### src/verilog/vsi_pkg.sv
// constants and helpers for the video status indication block
// Contract
// - chroma anc flag spans whole packet
// - flag length taken from packet word count
// - header bit error suppresses packet flag
// - four bit detected video standard code
// - unknown format split interlaced or progressive
// - chroma crc mismatch high, match low
// - luma crc mismatch high, match low
// - fifo load low for one eav/sav word
package vsi_pkg;
  localparam int WORD_W = 10; // one channel word
  localparam logic [9:0] WORD_ONES = 10'h3ff; // trs / adf all ones
  localparam logic [9:0] WORD_ZERO = 10'h000; // trs / adf all zeros
  localparam int F_BIT = 8; // field bit in trs xyz
  localparam int H_BIT = 6; // eav/sav bit in trs xyz
  localparam int DELAY = 6; // words of lookahead before output
  localparam logic [8:0] ANC_TAIL = 9'h006; // words after first adf minus data
  localparam int CRC_W = 18; // line crc width
  localparam logic [2:0] POS_LN0 = 3'h1; // word positions after eav xyz
  localparam logic [2:0] POS_LN1 = 3'h2;
  localparam logic [2:0] POS_CR0 = 3'h3;
  localparam logic [2:0] POS_CR1 = 3'h4;
  localparam logic [11:0] TRS_PRE = 12'h003; // eav prefix words in active count
  localparam logic [11:0] TOT_1650 = 12'h672; // total words per line
  localparam logic [11:0] TOT_1980 = 12'h7bc;
  localparam logic [11:0] TOT_2200 = 12'h898;
  localparam logic [11:0] TOT_2640 = 12'ha50;
  localparam logic [11:0] TOT_2750 = 12'habe;
  localparam logic [11:0] ACT_1280 = 12'h500; // active words per line
  localparam logic [11:0] ACT_1920 = 12'h780;
  localparam logic [3:0] STD_720P_A = 4'h0; // standard codes
  localparam logic [3:0] STD_720P_B = 4'h1;
  localparam logic [3:0] STD_1080I_A = 4'h2;
  localparam logic [3:0] STD_1080I_B = 4'h3;
  localparam logic [3:0] STD_1080P_A = 4'h4;
  localparam logic [3:0] STD_1080P_B = 4'h5;
  localparam logic [3:0] STD_1080P_C = 4'h6;
  localparam logic [3:0] STD_UNK_I = 4'he;
  localparam logic [3:0] STD_UNK_P = 4'hf;
  localparam logic [3:0] STD_RESET = STD_720P_A; // default after reset
  localparam logic [10:0] PROG_LINES = 11'h7ff; // lines without f toggle
  localparam logic [3:0] REG_STATUS = 4'h0; // sticky events, w1c
  localparam logic [3:0] REG_MASK = 4'h4; // interrupt mask
  localparam logic [3:0] REG_INFO = 4'h8; // live state, read only
  localparam int EV_CRC_C = 0; // event bit positions
  localparam int EV_CRC_Y = 1;
  localparam int EV_STD = 2;
  localparam int EV_ANC = 3;
  localparam int EV_N = 4;

  // map measured line geometry to a standard code
  function automatic logic [3:0] std_lookup(input logic [11:0] tot,
      input logic [11:0] act, input logic ilace);
    logic [3:0] c;
    c = ilace ? STD_UNK_I : STD_UNK_P;
    if (act == ACT_1280 && !ilace) begin
      if (tot == TOT_1650) c = STD_720P_A;
      else if (tot == TOT_1980) c = STD_720P_B;
    end else if (act == ACT_1920 && ilace) begin
      if (tot == TOT_2200) c = STD_1080I_A;
      else if (tot == TOT_2640) c = STD_1080I_B;
    end else if (act == ACT_1920) begin
      if (tot == TOT_2200) c = STD_1080P_A;
      else if (tot == TOT_2640) c = STD_1080P_B;
      else if (tot == TOT_2750) c = STD_1080P_C;
    end
    return c;
  endfunction
endpackage

### src/verilog/vsi_anc_detect.sv
// chroma lookahead delay and ancillary packet flag
`timescale 1ns/1ps
module vsi_anc_detect (
  input wire logic clk,
  input wire logic nrst,
  input wire logic [9:0] word_in,
  output logic [9:0] word_out,
  output logic flag,
  output logic pkt_start
);
  logic [9:0] d [0:5]; // d[0] oldest
  logic [8:0] cnt; // words still to flag
  logic hdr_ok; // valid header in window

  // even parity in bit 8, bit 9 its inverse
  function automatic logic par_ok(input logic [9:0] w);
    return (w[8] == ^w[7:0]) && (w[9] == !w[8]);
  endfunction

  // any header bit in error leaves hdr_ok low
  always_comb begin
    hdr_ok = d[0] == vsi_pkg::WORD_ZERO && d[1] == vsi_pkg::WORD_ONES &&
      d[2] == vsi_pkg::WORD_ONES && par_ok(d[3]) && par_ok(d[4]) &&
      par_ok(d[5]);
  end

  // lookahead shift and aligned output word
  always_ff @(posedge clk or negedge nrst) begin
    if (!nrst) begin
      for (int i = 0; i < 6; i++) d[i] <= 10'h000;
      word_out <= 10'h000;
    end else begin
      for (int i = 0; i < 5; i++) d[i] <= d[i+1];
      d[5] <= word_in;
      word_out <= d[0];
    end
  end

  // flag first adf through checksum
  always_ff @(posedge clk or negedge nrst) begin
    if (!nrst) begin
      cnt <= 9'h000;
      flag <= 1'b0;
      pkt_start <= 1'b0;
    end else if (cnt == 9'h000 && hdr_ok) begin
      cnt <= vsi_pkg::ANC_TAIL + {1'b0, d[5][7:0]};
      flag <= 1'b1;
      pkt_start <= 1'b1;
    end else begin
      flag <= cnt != 9'h000;
      cnt <= (cnt != 9'h000) ? cnt - 9'h001 : cnt;
      pkt_start <= 1'b0;
    end
  end
endmodule // vsi_anc_detect

### src/verilog/vsi_line_crc.sv
// line crc of one channel and mismatch indication
`timescale 1ns/1ps
module vsi_line_crc (
  input wire logic clk,
  input wire logic nrst,
  input wire logic [9:0] word,
  input wire logic start,
  input wire logic en,
  input wire logic cr0,
  input wire logic cr1,
  output logic mismatch,
  output logic err_ev
);
  logic [17:0] crc; // running line crc
  logic [8:0] emb_lo; // embedded crc low half

  // one word, lsb first, x^18 + x^5 + x^4 + 1
  function automatic logic [17:0] crc_step(input logic [17:0] c,
      input logic [9:0] w);
    logic fb;
    fb = 1'b0;
    for (int i = 0; i < 10; i++) begin
      fb = c[0] ^ w[i];
      c = {fb, c[17:1]};
      c[12] = c[12] ^ fb;
      c[13] = c[13] ^ fb;
    end
    return c;
  endfunction

  // accumulate from first active word through ln1
  always_ff @(posedge clk or negedge nrst) begin
    if (!nrst) crc <= 18'h00000;
    else if (start) crc <= crc_step(18'h00000, word);
    else if (en) crc <= crc_step(crc, word);
  end

  // compare at second crc word, hold until next line
  always_ff @(posedge clk or negedge nrst) begin
    if (!nrst) begin
      emb_lo <= 9'h000;
      mismatch <= 1'b0;
      err_ev <= 1'b0;
    end else begin
      if (cr0) emb_lo <= word[8:0];
      if (cr1) mismatch <= {word[8:0], emb_lo} != crc;
      err_ev <= cr1 && ({word[8:0], emb_lo} != crc);
    end
  end
endmodule // vsi_line_crc

### src/verilog/vsi_top.sv
// output status indication: anc flag, standard, crc, fifo load
//
// Chosen here: the address map and the plain strobed port.
`timescale 1ns/1ps
module vsi_top (
  input wire logic clk,
  input wire logic nrst,
  input wire logic [9:0] luma_in,
  input wire logic [9:0] chroma_in,
  input wire logic load_eav_sel,
  input wire logic [3:0] reg_addr,
  input wire logic [31:0] reg_wdata,
  input wire logic reg_wr,
  input wire logic reg_rd,
  output logic [31:0] reg_rdata,
  output logic [9:0] luma_out,
  output logic [9:0] chroma_out,
  output logic chroma_anc_flag,
  output logic [3:0] video_standard_code,
  output logic chroma_crc_mismatch,
  output logic luma_crc_mismatch,
  output logic fifo_load_n,
  output logic irq
);
  logic [9:0] ld [0:5]; // luma lookahead, ld[0] oldest
  logic xyz; // trs xyz word at input
  logic is_eav; // input word is eav xyz
  logic is_sav; // input word is sav xyz
  logic [5:0] eav_pipe; // eav marker tracking the delay
  logic [5:0] sav_pipe; // sav marker tracking the delay
  logic [2:0] pos; // word index after eav xyz
  logic in_line; // inside crc span of the line
  logic sav_d; // first active word follows
  logic [11:0] tot_cnt; // words since last eav
  logic [11:0] act_cnt; // words since last sav
  logic [11:0] prev_tot; // previous line length
  logic f_prev; // field bit of previous eav
  logic [10:0] lines_same; // lines since field toggle
  logic interlaced; // field bit seen toggling
  logic [3:0] next_code; // lookup of current line
  logic ev_std; // standard code changed
  logic ev_crc_c; // chroma crc mismatch event
  logic ev_crc_y; // luma crc mismatch event
  logic ev_anc; // chroma packet started
  logic [vsi_pkg::EV_N-1:0] status; // sticky events
  logic [vsi_pkg::EV_N-1:0] mask; // interrupt enables
  logic [vsi_pkg::EV_N-1:0] events; // this cycle's events
  logic [vsi_pkg::EV_N-1:0] w1c; // bits cleared by write

  // trs xyz recognised from input and lookahead history
  always_comb begin
    xyz = luma_in[9] && ld[5] == vsi_pkg::WORD_ZERO &&
      ld[4] == vsi_pkg::WORD_ZERO && ld[3] == vsi_pkg::WORD_ONES;
    is_eav = xyz && luma_in[vsi_pkg::H_BIT];
    is_sav = xyz && !luma_in[vsi_pkg::H_BIT];
  end

  // luma lookahead, same depth as chroma path
  always_ff @(posedge clk or negedge nrst) begin
    if (!nrst) begin
      for (int i = 0; i < 6; i++) ld[i] <= 10'h000;
      luma_out <= 10'h000;
    end else begin
      for (int i = 0; i < 5; i++) ld[i] <= ld[i+1];
      ld[5] <= luma_in;
      luma_out <= ld[0];
    end
  end

  // chroma delay and packet flag
  vsi_anc_detect u_anc (
    .clk(clk),
    .nrst(nrst),
    .word_in(chroma_in),
    .word_out(chroma_out),
    .flag(chroma_anc_flag),
    .pkt_start(ev_anc)
  );

  // markers travel with their word to the output
  always_ff @(posedge clk or negedge nrst) begin
    if (!nrst) begin
      eav_pipe <= 6'h00;
      sav_pipe <= 6'h00;
    end else begin
      eav_pipe <= {eav_pipe[4:0], is_eav};
      sav_pipe <= {sav_pipe[4:0], is_sav};
    end
  end

  // load strobe low for the selected trs word only
  always_ff @(posedge clk or negedge nrst) begin
    if (!nrst) fifo_load_n <= 1'b1;
    else if (load_eav_sel) fifo_load_n <= !eav_pipe[5];
    else fifo_load_n <= !sav_pipe[5];
  end

  // position of ln and crc words after eav
  always_ff @(posedge clk or negedge nrst) begin
    if (!nrst) pos <= 3'h0;
    else if (is_eav) pos <= vsi_pkg::POS_LN0;
    else if (pos == vsi_pkg::POS_CR1) pos <= 3'h0;
    else if (pos != 3'h0) pos <= pos + 3'h1;
  end

  // crc span: first active word through ln1
  always_ff @(posedge clk or negedge nrst) begin
    if (!nrst) begin
      in_line <= 1'b0;
      sav_d <= 1'b0;
    end else begin
      sav_d <= is_sav;
      if (is_sav) in_line <= 1'b1;
      else if (pos == vsi_pkg::POS_LN1) in_line <= 1'b0;
    end
  end

  // chroma channel line crc
  vsi_line_crc u_crc_c (
    .clk(clk),
    .nrst(nrst),
    .word(chroma_in),
    .start(sav_d),
    .en(in_line),
    .cr0(pos == vsi_pkg::POS_CR0),
    .cr1(pos == vsi_pkg::POS_CR1),
    .mismatch(chroma_crc_mismatch),
    .err_ev(ev_crc_c)
  );

  // luma channel line crc
  vsi_line_crc u_crc_y (
    .clk(clk),
    .nrst(nrst),
    .word(luma_in),
    .start(sav_d),
    .en(in_line),
    .cr0(pos == vsi_pkg::POS_CR0),
    .cr1(pos == vsi_pkg::POS_CR1),
    .mismatch(luma_crc_mismatch),
    .err_ev(ev_crc_y)
  );

  // line and active word counters
  always_ff @(posedge clk or negedge nrst) begin
    if (!nrst) begin
      tot_cnt <= 12'h001;
      act_cnt <= 12'h000;
    end else begin
      tot_cnt <= is_eav ? 12'h001 : tot_cnt + 12'h001;
      act_cnt <= is_sav ? 12'h000 : act_cnt + 12'h001;
    end
  end

  // field toggling tells interlaced from progressive
  always_ff @(posedge clk or negedge nrst) begin
    if (!nrst) begin
      f_prev <= 1'b0;
      lines_same <= 11'h000;
      interlaced <= 1'b0;
    end else if (is_eav) begin
      f_prev <= luma_in[vsi_pkg::F_BIT];
      if (luma_in[vsi_pkg::F_BIT] != f_prev) begin
        interlaced <= 1'b1;
        lines_same <= 11'h000;
      end else if (lines_same == vsi_pkg::PROG_LINES) begin
        interlaced <= 1'b0;
      end else begin
        lines_same <= lines_same + 11'h001;
      end
    end
  end

  // geometry of the line that just ended
  always_comb begin
    next_code = vsi_pkg::std_lookup(tot_cnt, act_cnt - vsi_pkg::TRS_PRE,
      interlaced);
  end

  // code updates after two equal line lengths
  always_ff @(posedge clk or negedge nrst) begin
    if (!nrst) begin
      prev_tot <= 12'h000;
      video_standard_code <= vsi_pkg::STD_RESET;
      ev_std <= 1'b0;
    end else begin
      ev_std <= 1'b0;
      if (is_eav) begin
        prev_tot <= tot_cnt;
        if (tot_cnt == prev_tot && next_code != video_standard_code) begin
          video_standard_code <= next_code;
          ev_std <= 1'b1;
        end
      end
    end
  end

  // event gathering and write-one-to-clear
  always_comb begin
    events = '0;
    events[vsi_pkg::EV_CRC_C] = ev_crc_c;
    events[vsi_pkg::EV_CRC_Y] = ev_crc_y;
    events[vsi_pkg::EV_STD] = ev_std;
    events[vsi_pkg::EV_ANC] = ev_anc;
    w1c = (reg_wr && reg_addr == vsi_pkg::REG_STATUS) ?
      reg_wdata[vsi_pkg::EV_N-1:0] : '0;
  end

  // sticky status, a new event beats a clear
  always_ff @(posedge clk or negedge nrst) begin
    if (!nrst) status <= '0;
    else status <= (status & ~w1c) | events;
  end

  // mask register
  always_ff @(posedge clk or negedge nrst) begin
    if (!nrst) mask <= '0;
    else if (reg_wr && reg_addr == vsi_pkg::REG_MASK)
      mask <= reg_wdata[vsi_pkg::EV_N-1:0];
  end

  // level interrupt from unmasked status
  always_ff @(posedge clk or negedge nrst) begin
    if (!nrst) irq <= 1'b0;
    else irq <= |(status & mask);
  end

  // read data in the cycle after the strobe only
  always_ff @(posedge clk or negedge nrst) begin
    if (!nrst) begin
      reg_rdata <= 32'h00000000;
    end else if (reg_rd) begin
      case (reg_addr)
        vsi_pkg::REG_STATUS: reg_rdata <= {28'h0000000, status};
        vsi_pkg::REG_MASK: reg_rdata <= {28'h0000000, mask};
        vsi_pkg::REG_INFO: reg_rdata <= {24'h000000, interlaced,
          luma_crc_mismatch, chroma_crc_mismatch, chroma_anc_flag,
          video_standard_code};
        default: reg_rdata <= 32'h00000000; // unmapped reads zero
      endcase
    end else begin
      reg_rdata <= 32'h00000000;
    end
  end
endmodule // vsi_top

### config.mk
export PLATFORM = sky130hd
export DESIGN_NAME = vsi_top
export DESIGN_NICKNAME = d
export VERILOG_FILES = /design/src/verilog/vsi_pkg.sv /design/src/verilog/vsi_anc_detect.sv /design/src/verilog/vsi_line_crc.sv /design/src/verilog/vsi_top.sv
export SDC_FILE = /design/constraint.sdc
export NUM_CORES = 1
export LEC_CHECK = 0
export BUFFER_PORTS_ARGS = -buffer_cell sky130_fd_sc_hd__buf_2
export CAP_MARGIN = 20
export CORE_MARGIN = 1
export CORE_UTILIZATION = 30
export DETAILED_ROUTE_END_ITERATION = 12
export SYNTH_ARGS = -nofsm -noshare
export SYNTH_HDL_FRONTEND = slang
export SYNTH_HIERARCHICAL = 1
export SYNTH_SLANG_ARGS = --single-unit
### constraint.sdc
create_clock -name clk -period 5.5 [get_ports clk]
set_input_delay 0.825 -clock clk [delete_from_list [all_inputs] [get_ports clk]]
set_output_delay 0.825 -clock clk [all_outputs]
set_load 0.01 [all_outputs]
Word-level counts from Yosys, hierarchy flattened
Cells that the tools add are included.
Storage, ports and cells
  flip-flop bits (word level): 322
  logic and storage cells: 255
Cells by class
  add/subtract/negate cells: 7
  eq/ne operators: 28
  mux-type cells: 36
  bitwise gates (word level): 94
  reductions and logical operators: 47
Operator list (number)
  1-bit XOR: 90
  18-bit 2-to-1 mux: 4
  12-bit by 11-bit equality test with 1-bit output (second input constant): 4
  4-bit 2-to-1 mux: 11
  12-bit equality test (second input constant): 3
  18-bit inequality test: 2
  32-bit 2-to-1 mux: 1
  10-bit equality test (second input constant): 3
  10-bit logical NOT: 3
  12-bit by 1-bit adder with 12-bit output (second input constant): 2
  12-bit 2-to-1 mux: 2
  8-bit case mux with 3 select lines: 1
  8-bit XOR reduction: 3
  11-bit 2-to-1 mux: 2
  1-bit logical AND: 21
  9-bit 2-to-1 mux: 2
  12-bit equality test: 1
  12-bit by 2-bit subtractor with 12-bit output (second input constant): 1
  11-bit by 1-bit adder with 11-bit output (second input constant): 1
  11-bit equality test (second input constant): 1
  1-bit 2-to-1 mux: 10
  3-bit by 8-bit adder with 9-bit output (first input constant): 1
  9-bit logical NOT: 1
  3-bit 2-to-1 mux: 3
  20 further kinds: 39

Depth between registers and ports, before layout
Gate-level depths: netlist of the first run.
  depth in word-level cells: 11
  depth in mapped cells: 11
  mapped depth without buffers: 10

Modules after synthesis
The synthesis of the first run kept the hierarchy.
Modules (own cells, without submodules)
  vsi_top: times used 1, cells each 512, area an instance 6443.7 sq um
  vsi_anc_detect: times used 1, cells each 197, area an instance 2971.6 sq um
  vsi_line_crc (u_crc_c): times used 1, cells each 199, area an instance 1966.9 sq um
  vsi_line_crc (u_crc_y): times used 1, cells each 197, area an instance 1959.4 sq um

Worst setup path before layout of the first run
No wires, ideal clock.
  path type: flip-flop to flip-flop
  start: register act_cnt[0]
  end: register video_standard_code[3]
  setup time: 0.128 ns
  arrival: 2.660 ns
  required time: 5.372 ns
  slack: 2.713 ns
  stages on the path, launching flop included: 9
  path buffers: 0
  period minus slack after synthesis: 2.787 ns
  cells stage by stage: dfrtp_1 -> ha_1 -> or4_4 -> nor4_2 -> o211ai_2 -> o41ai_1 -> a311oi_2 -> a21oi_2 -> mux2_1
Between the ends
  longest elaborated chain between the ends: 8
  elaborated cells on any way between the ends: 11
  classes of those cells: 1 x add/sub; 3 x eq/ne; 3 x mux; 4 x reduce/logical
RTL lines
  start, declared: line vsi_top.sv:35  | logic [11:0] act_cnt;
  start signal, assigned: line vsi_top.sv:151  | act_cnt <= is_sav ? 12'h000 : act_cnt + 12'h001;
  12-bit by 2-bit subtractor with 12-bit output (*): line vsi_top.sv:176  | next_code = vsi_pkg::std_lookup(tot_cnt, act_cnt - vsi_pkg::TRS_PRE,
  12-bit by 11-bit equality test with 1-bit output: line vsi_pkg.sv:60, vsi_pkg.sv:63
  4-bit 2-to-1 mux / 1-bit logical AND (equally long branches): line vsi_pkg.sv:63, vsi_pkg.sv:60
  4-bit 2-to-1 mux: line vsi_pkg.sv:60  | end else if (act == ACT_1920 && ilace) begin
  4-bit 2-to-1 mux (*): line vsi_pkg.sv:57  | if (act == ACT_1280 && !ilace) begin
  4-bit inequality test: line vsi_top.sv:190  | if (tot_cnt == prev_tot && next_code != video_standard_code) begin
  1-bit logical AND: line vsi_top.sv:190
  2-bit AND reduction (no line)
  end signal, assigned: line vsi_top.sv:184  | video_standard_code <= vsi_pkg::STD_RESET;
  end signal, assigned: line vsi_top.sv:191  | video_standard_code <= next_code;
  end, declared: line vsi_top.sv:19  | output logic [3:0] video_standard_code,
Every way passes the cells marked *; elsewhere a longest branch is shown, timed or not.
A chain may end at the register's enable or synchronous reset.

Final worst setup path of the first run
Same ends and word-level chain as after synthesis.

==> results.tsv, run 1 <==
metric	value	unit
status	completed	
wl_per_cell	14.8	um
globalRouteOverflowTotal	0	
grt_pass1_vias	8252	
final_cell_count_no_fill	1764	
vias_per_cell	4.58	
cts_tree	done	
worstPathArrival	3450	ps
critPathTopFamily	compound AO/OA/AOI/OAI gates	
drt_first_pass_iters	5	
period_share	0.554	
synth.distinct_cells	81	
io_buffers	69	
grt_pass1_wl	43100	um
yosys_warnings	6	
io_pins	122	
drt_wl_total	26100	um
fmax	0.328	GHz
slowest_delay	570	ps
netlist_area	13300	um^2
cts.repair.resized	0	
start_util	0.307	
cap_violations	0	
gp_congestion	0.796	
ir_worst_vdd	213	uV
nNetsFinal	1232	
ys_top_cells_by_area	dfrtp_1 55%, xnor2_1 7.4%, xor2_1 4.7%, mux2_2 3.0%, nor2_1 1.9%	
crit_chain	ha_1, or4_4, nor4_2, o211ai_2, o41ai_1, a311oi_2, a21oi_2, mux2_1	
async_flop_share	1.00	
htreeDepth	2	
fp.dieW	213	um
p_per_area	335	nW/um^2
ctsHoldBuffers	0	
antenna_cells	0	
netlist.area_leader.share	0.553	
clock-root-buffer	clkbuf_16	
yosysSeqAreaShare	0.557	
coreArea	43500	um^2
holdWs	340	ps
ant_nets	0	
crit_type	flip-flop to flip-flop	
fp.dieH	213	um
worstSkewPairLatency	540	ps
crit_buf_inv	0	
clock_skew	23.5	ps
syn_to_final_growth	13.5	%
ys_ff_latch	297	
yosys.area.top_type	dfrtp_1	
antenna_found_initial	2	
syn_area_per_cell	12.1	um^2
grtUsageTotal	0.120	
cts_sinks	297	
row_count	76	
setup_viol	0	
worstPathRequired	5900	ps
final_period_minus_worst_setup_slack	3050	ps
power	5.07	mW
hpwl	17700	um
layout-drive-gt1-share	0.181	
place_inst	1704	
drc_errors	0	
pre_cts_slack	2060	ps
worstMarginPinSlew	1050	ps
vias	8085	
syn_inst	1105	
clkTransAtPathRegs	60	ps
tns	0	ps
rsz0062_at_grt	no	
leakage	6.76	nW
drv_slew	0	
postCtsSetupRepairBufs	0	
relSlewSlack	0.300	
synth_ff_type	dfrtp_1	
synth_common_cells	295 x dfrtp_1, 113 x xnor2_1, 72 x xor2_1, 68 x nor2_1, 48 x a21oi_1	
nFillCells	4306	
finalWorstSetupSlack	2450	ps
drt_iter0_markers	406	
endpoint_kind	flip-flop	
hp-class	flip-flop to flip-flop	
grt_max_degree	122	
hold_viol_final	0	
critPathMaxFanout	7	
numCtsBuffers	34	
cts.path.max_buffers	3	
synth_edf_count	0	
dieArea	45300	um^2
crit_slowest_cell	or4_4	
synth.most_common_cell	dfrtp_1	
critPathLaunchType	flip-flop	
## final cells by class
type                       count  area (um^2)  area share
clock buffer                  48          965      0.0637
sequential                   297         7440       0.491
clock inverter                12          120     0.00794
timing repair buffer          77          428      0.0283
tap                          585          732      0.0484
inverter                      26         97.6     0.00645
multi-input combinational    719         5360       0.354
## per-layer routing
metal  track usage  up-vias  share of wire
met5             0        -        0.00050
met4        0.0506        2          0.030
li1              -     3855              -
met3        0.0240       49          0.041
met1         0.159     4030           0.45
met2         0.192      149           0.47
## cell families after synthesis
group                      after synthesis  share of synthesized area
AOI/OAI and AO/OA                      143                     0.0720
xor gates and xnor gates               198                      0.137
adders and majority gates               16                     0.0150
buffers and inverters                  112                     0.0476
DFF                                    297                      0.557
muxes                                   53                     0.0441
other                                    1                   0.000281
and+or+nand+nor                        285                      0.126
## report_power, final
| part | total [mW] | switching (mW) | internal, mW |
|---|---|---|---|
| sequential | 2.36 | 0.0766 | 2.28 |
| combinational | 0.551 | 0.307 | 0.244 |
| clock | 2.17 | 0.885 | 1.28 |
| total | 5.07 | 1.27 | 3.80 |
## path summary, 6_finish.rpt
| check | endpoint | slack (ps) | start | cells after the start |
|---|---|---|---|---|
| min | eav_pipe[3] | 340 | eav_pipe[2] | 0 |
| max | video_standard_code[3] | 2450 | act_cnt[0] | 8 |
| min reg2reg | eav_pipe[3] | 340 | eav_pipe[2] | 0 |
| max reg2reg | video_standard_code[3] | 2450 | act_cnt[0] | 8 |
| min in group asynchronous | u_anc/word_out[0] | 390 | nrst | 1 |
| max in group asynchronous | tot_cnt[0] | 3950 | nrst | 2 |
## registers in the layout, indices dropped and copies added, names as in the netlist, 4 cells and up
name,count
u_crc_c/emb_lo,9
reg_rdata,8
status,4
luma_out,10
act_cnt,12
u_crc_y/emb_lo,9
u_anc/cnt,9
u_crc_y/crc,18
u_anc/d,60
mask,4
prev_tot,12
u_crc_c/crc,18
sav_pipe,6
ld,60
eav_pipe,6
video_standard_code,4
lines_same,11
u_anc/word_out,10
tot_cnt,12
## layout by cell type (no fill, tap or decap), types with 7 or more instances in the layout
master	Yosys	routed
nor4_1	10	10
nor2_1	68	68
ha_1	16	16
inv_1	26	26
a31oi_1	7	7
mux2i_1	13	13
and3_1	13	13
xor2_1	72	72
xnor2_1	113	113
clkbuf_16	0	35
nor3b_1	13	13
clkbuf_1	26	9
nand2_1	37	37
nand4_1	25	25
conb_1	1	24
xnor2_2	13	13
buf_4	30	7
nand3_1	30	30
nor3_1	20	20
a21oi_1	48	48
a21o_1	9	9
mux2_2	36	36
dfrtp_1	295	293
buf_2	11	68
o21ai_1	8	8
o21ai_0	21	21
## stage by stage
step | utilization | area (um^2)
2_1_floorplan | - | 13400
3_3_place_gp | 0.323 | 14100
3_5_place_dp | 0.323 | 14100
4_1_cts | 0.348 | 15100
5_1_grt | 0.348 | 15100
6_report | 0.348 | 15100
No activity file was read; power rests on OpenSTA's default activity.
==> inputs of run 2 (changes only) <==
==> constraint.sdc (replaced) <==
create_clock -name clk -period 2.68 [get_ports clk]
set_input_delay 0.402 -clock clk [delete_from_list [all_inputs] [get_ports clk]]
set_output_delay 0.402 -clock clk [all_outputs]
set_load 0.01 [all_outputs]
==> run 2 against run 1 <==
Die area unchanged. Critical endpoint unchanged. Wire length up 3.8%. Flip-flop and latch count unchanged. Highest routed layer is now met4. Power up 110%. Maximum frequency up 14%.
==> results.tsv, run 2 (synthesis gave the netlist of run 1 again) <==
metric	value	unit
finish.instance_area	15700	um^2
crit_chain	buf_6, a211o_4, o21ai_4, nand3b_1, or3_4, a2111oi_4, a311oi_2, a21oi_2, mux2_4	
pwr-share-seq	0.449	
pre_cts_slack	-114	ps
holdWs	56.2	ps
start_util	0.307	
drt_first_pass_iters	5	
ir_worst_vdd	424	uV
layout.cells.most_common	dfrtp_1	
wl_per_cell	14.9	um
sw_frac_of_total	0.246	
rsz0062_at_grt	yes	
finalWorstSetupSlack	11.3	ps
crit_slowest_cell	or3_4	
fp.dieH	213	um
endpoint_kind	flip-flop	
worstMarginPinSlew	664	ps
numCtsBuffers	35	
vias_per_cell	4.59	
fmax	0.375	GHz
antenna_cells	0	
io_buffers	69	
worstPathArrival	3070	ps
dieArea	45300	um^2
use_met3	0.0272	
crit_type	flip-flop to flip-flop	
grt_max_degree	75	
critPathTopFamily	compound AO/OA/AOI/OAI gates	
gp_congestion	0.804	
critPathLaunchType	flip-flop	
clock-root-buffer	clkbuf_16	
place_area	14500	um^2
relSlewSlack	0.558	
worstPathRequired	3090	ps
drv_slew	0	
layout-drive-gt1-share	0.224	
p_sw	2.65	mW
reg_top3	ld x60, u_anc/d x60	
hp-class	input pin to flip-flop	
power	10.8	mW
ant_nets	0	
syn_to_final_growth	17.9	%
period_share	0.996	
critPathMaxFanout	4	
cts_sinks	297	
use_met2	0.205	
combPwrFrac	0.112	
vias	8312	
slowest_delay	440	ps
drt_wl_total	27100	um
grt_pass1_wl	44500	um
hpwl	18800	um
p_int	8.12	mW
cts.path.max_buffers	3	
mostFrequentLayoutCells	293 x dfrtp_1, 113 x xnor2_1, 72 x xor2_1	
grtUsageTotal	0.125	
cts_tree	done	
grt_pass1_vias	8413	
drc_errors	0	
clockPowerShare	0.439	
clkTransAtPathRegs	50	ps
antenna_found_initial	1	
tns	0	ps
coreArea	43500	um^2
drt_iter0_markers	456	
top_usage_layer	met2	
worstSkewPairLatency	540	ps
globalRouteOverflowTotal	0	
row_count	76	
final_period_minus_worst_setup_slack	2670	ps
htreeDepth	2	
grt_use_met1	0.162	
fp.dieW	213	um
clock_skew	21.4	ps
status	completed	
nNetsFinal	1284	
setup_viol	0	
io_pins	122	
crit_buf_inv	1	
cap_violations	0	
leakage	7.07	nW
p_per_area	684	nW/um^2
hold_viol_final	0	
-- run 2: per-stage QoR --
stage,std cells,util
finish,1812,0.362
global route,1812,0.362
CTS,1808,0.360
detailed placement,1749,0.333
global placement,1749,0.333
floorplan,1128,-
-- run 2: final cells by class --
class | instances | area [um^2]
tap | 585 | 732
inverter | 26 | 97.6
multi-input combinational | 719 | 5460
fill | 4250 | 27700
timing repair buffer | 128 | 858
clock buffer | 45 | 985
clock inverter | 12 | 165
sequential | 297 | 7440
-- run 2: what timing repair did --
action / in CTS / in global routing
endpoints found under the hold margin: 66 / 0
hold buffers: 1 / 0
gates resized for setup: 4 / 8
setup buffers: 1 / 4
pin swaps: 9 / 4
setup endpoints to repair: 2 / 3
-- run 2: worst paths after layout --
check | cells past startpoint | endpoint | slack (ps) | from
setup / recovery | 9 | video_standard_code[3] | 10 | act_cnt[0]
hold reg to reg | 0 | sav_pipe[4] | 340 | sav_pipe[3]
setup reg to reg | 9 | video_standard_code[3] | 10 | act_cnt[0]
max in group asynchronous | 3 | fifo_load_n | 1450 | nrst
hold / removal | 2 | fifo_load_n | 60 | load_eav_sel
min in group asynchronous | 2 | u_anc/word_out[8] | 460 | nrst
-- run 2: power groups by stage --
stage	logic, mW	registers, mW	clock network, mW
after floorplan	0.927	4.86	0
after global placement	1.19	4.91	0
after detailed placement	1.21	4.91	0
after CTS	1.22	4.84	4.89
after global routing	1.35	4.86	5.06
final	1.20	4.84	4.73
-- run 2: per-layer routing --
metal  up-vias  wire length [um]
met3        56              1180
met1      4124             12100
met2       178             13100
li1       3954                 -
met4         0               654
met5         -                 0
==> inputs of run 3 (changes only) <==
==> constraint.sdc (replaced) <==
create_clock -name clk -period 2.55 [get_ports clk]
set_input_delay 0.3825 -clock clk [delete_from_list [all_inputs] [get_ports clk]]
set_output_delay 0.3825 -clock clk [all_outputs]
set_load 0.01 [all_outputs]
==> run 3 against run 2 <==
The flow now finishes with violations (setup timing). Final cell count increased by 0.99%. Sequential share of layout area decreased by 0.28 points. First-iteration DRC count increased by 9.4%. Flip-flop and latch count unchanged. Critical path type unchanged. Critical endpoint unchanged.
==> results.tsv, run 3 (synthesis gave the netlist of run 1 again) <==
metric	value	unit
coreArea	43500	um^2
critPathLaunchType	flip-flop	
vias	8283	
drv_slew	0	
worstPathArrival	3080	ps
cts.path.max_buffers	3	
crit_type	flip-flop to flip-flop	
reg2reg_from	act_cnt[0]	
dieArea	45300	um^2
place_area	14600	um^2
fmax	0.376	GHz
worstMarginPinSlew	727	ps
tns	-164	ps
clock-root-buffer	clkbuf_16	
cts_tree	done	
layout.cells.most_common	dfrtp_1	
clkTransAtPathRegs	60	ps
mostFrequentLayoutCells	293 x dfrtp_1, 113 x xnor2_1, 72 x xor2_1	
worstSkewPairLatency	540	ps
worstSetupStartpoint	act_cnt[0]	
io_pins	122	
grt_pass1_vias	8334	
reg2reg_slack	-110	ps
ir_worst_vdd	496	uV
grt_pass1_wl	44200	um
numCtsBuffers	34	
endpoint_kind	flip-flop	
drt_iter0_markers	499	
antenna_found_initial	2	
hp-start	load_eav_sel	
gp_congestion	0.794	
relSlewSlack	0.509	
nFillCells	4243	
critPathMaxFanout	5	
grt_max_degree	72	
io_buffers	69	
fp.dieH	213	um
ant_nets	0	
cap_violations	0	
clock_skew	16.2	ps
finish.instance_area	15800	um^2
reg_top3	ld x60, u_anc/d x60	
drt_wl_total	27100	um
fp.dieW	213	um
holdWs	31.9	ps
start_util	0.307	
globalRouteOverflowTotal	0	
finalWorstSetupSlack	-112	ps
min_path_cells	2	
setup_viol	2	
row_count	76	
hold_viol_final	0	
nNetsFinal	1295	
syn_to_final_growth	18.6	%
period_share	1.04	
rsz0062_at_grt	yes	
grtUsageTotal	0.124	
hpwl	18600	um
hp-class	input pin to flip-flop	
p_per_area	706	nW/um^2
layout-drive-gt1-share	0.232	
wl_per_cell	14.8	um
leakage	7.11	nW
final_period_minus_worst_setup_slack	2660	ps
drc_errors	0	
status	finished, violations left	
violations	setup timing	
htreeDepth	2	
drt_first_pass_iters	4	
cts_sinks	297	
worstPathRequired	2960	ps
worstRegToRegCells	9	
vias_per_cell	4.53	
==> run 3: cell count changes in the layout (fill, tap and decap cells not counted), moves of 3 or more <==
cell,delta
nor4_1,-3
nor4_2,+3
clkbuf_8,+3
clkbuf_1,+4
buf_4,+11
==> run 3: layout make-up <==
class / instances / area, um^2 / share of cell area
diodes: 1 / 2.50 / 0.000158
clock buffers: 50 / 991 / 0.0626
clock inverters: 12 / 139 / 0.00878
inverters: 26 / 97.6 / 0.00617
multi-input cells: 719 / 5470 / 0.345
flip-flops and latches: 297 / 7440 / 0.470
well taps: 585 / 732 / 0.0462
repair buffers: 140 / 961 / 0.0607
==> run 3: stage by stage <==
step	util	setup WS [ps]	instances	total power, mW
global route	0.364	-243	1829	11.7
CTS	0.363	-125	1827	11.4
global placement	0.335	-184	1762	6.39
finish	0.364	-112	1830	11.2
detailed placement	0.335	-253	1762	6.41
floorplan	-	-153	1128	6.08
==> run 3: routing by layer <==
metal | track usage | up-vias | part of all wire
li1 | - | 3982 | -
met2 | 0.200 | 141 | 0.48
met5 | 0 | - | 0.00048
met4 | 0.0486 | 2 | 0.027
met1 | 0.160 | 4101 | 0.45
met3 | 0.0281 | 57 | 0.046
==> run 3: path summary, 6_finish.rpt <==
kind / endpoint
min in group asynchronous: u_anc/d[58]
hold / removal: fifo_load_n
max in group asynchronous: u_crc_y/emb_lo[3]
setup reg to reg: video_standard_code[3]
setup / recovery: video_standard_code[3]
hold reg to reg: ld[56]
==> run 3: power breakdown <==
group	total, mW	internal (mW)	switching, mW
clock network	4.86	2.92	1.94
registers	5.08	4.91	0.162
logic	1.24	0.565	0.677
==> run 3: timing repair <==
action | in CTS | in global routing
setup buffers | 2 | 2
endpoints found under the hold margin | 65 | 0
endpoints found under the setup margin | 3 | 5
pin swaps | 10 | 9
hold buffers | 1 | 0
resized for setup | 8 | 6
==> run 3: worst max-delay path: stages, from the launching register on <==
cell,delay (ps)
dfrtp_1,410
buf_4,170
a211o_4,370
o21ai_4,130
nand3b_1,120
or3_4,410
a2111oi_4,360
a311oi_2,100
a21oi_2,180
mux2_4,310
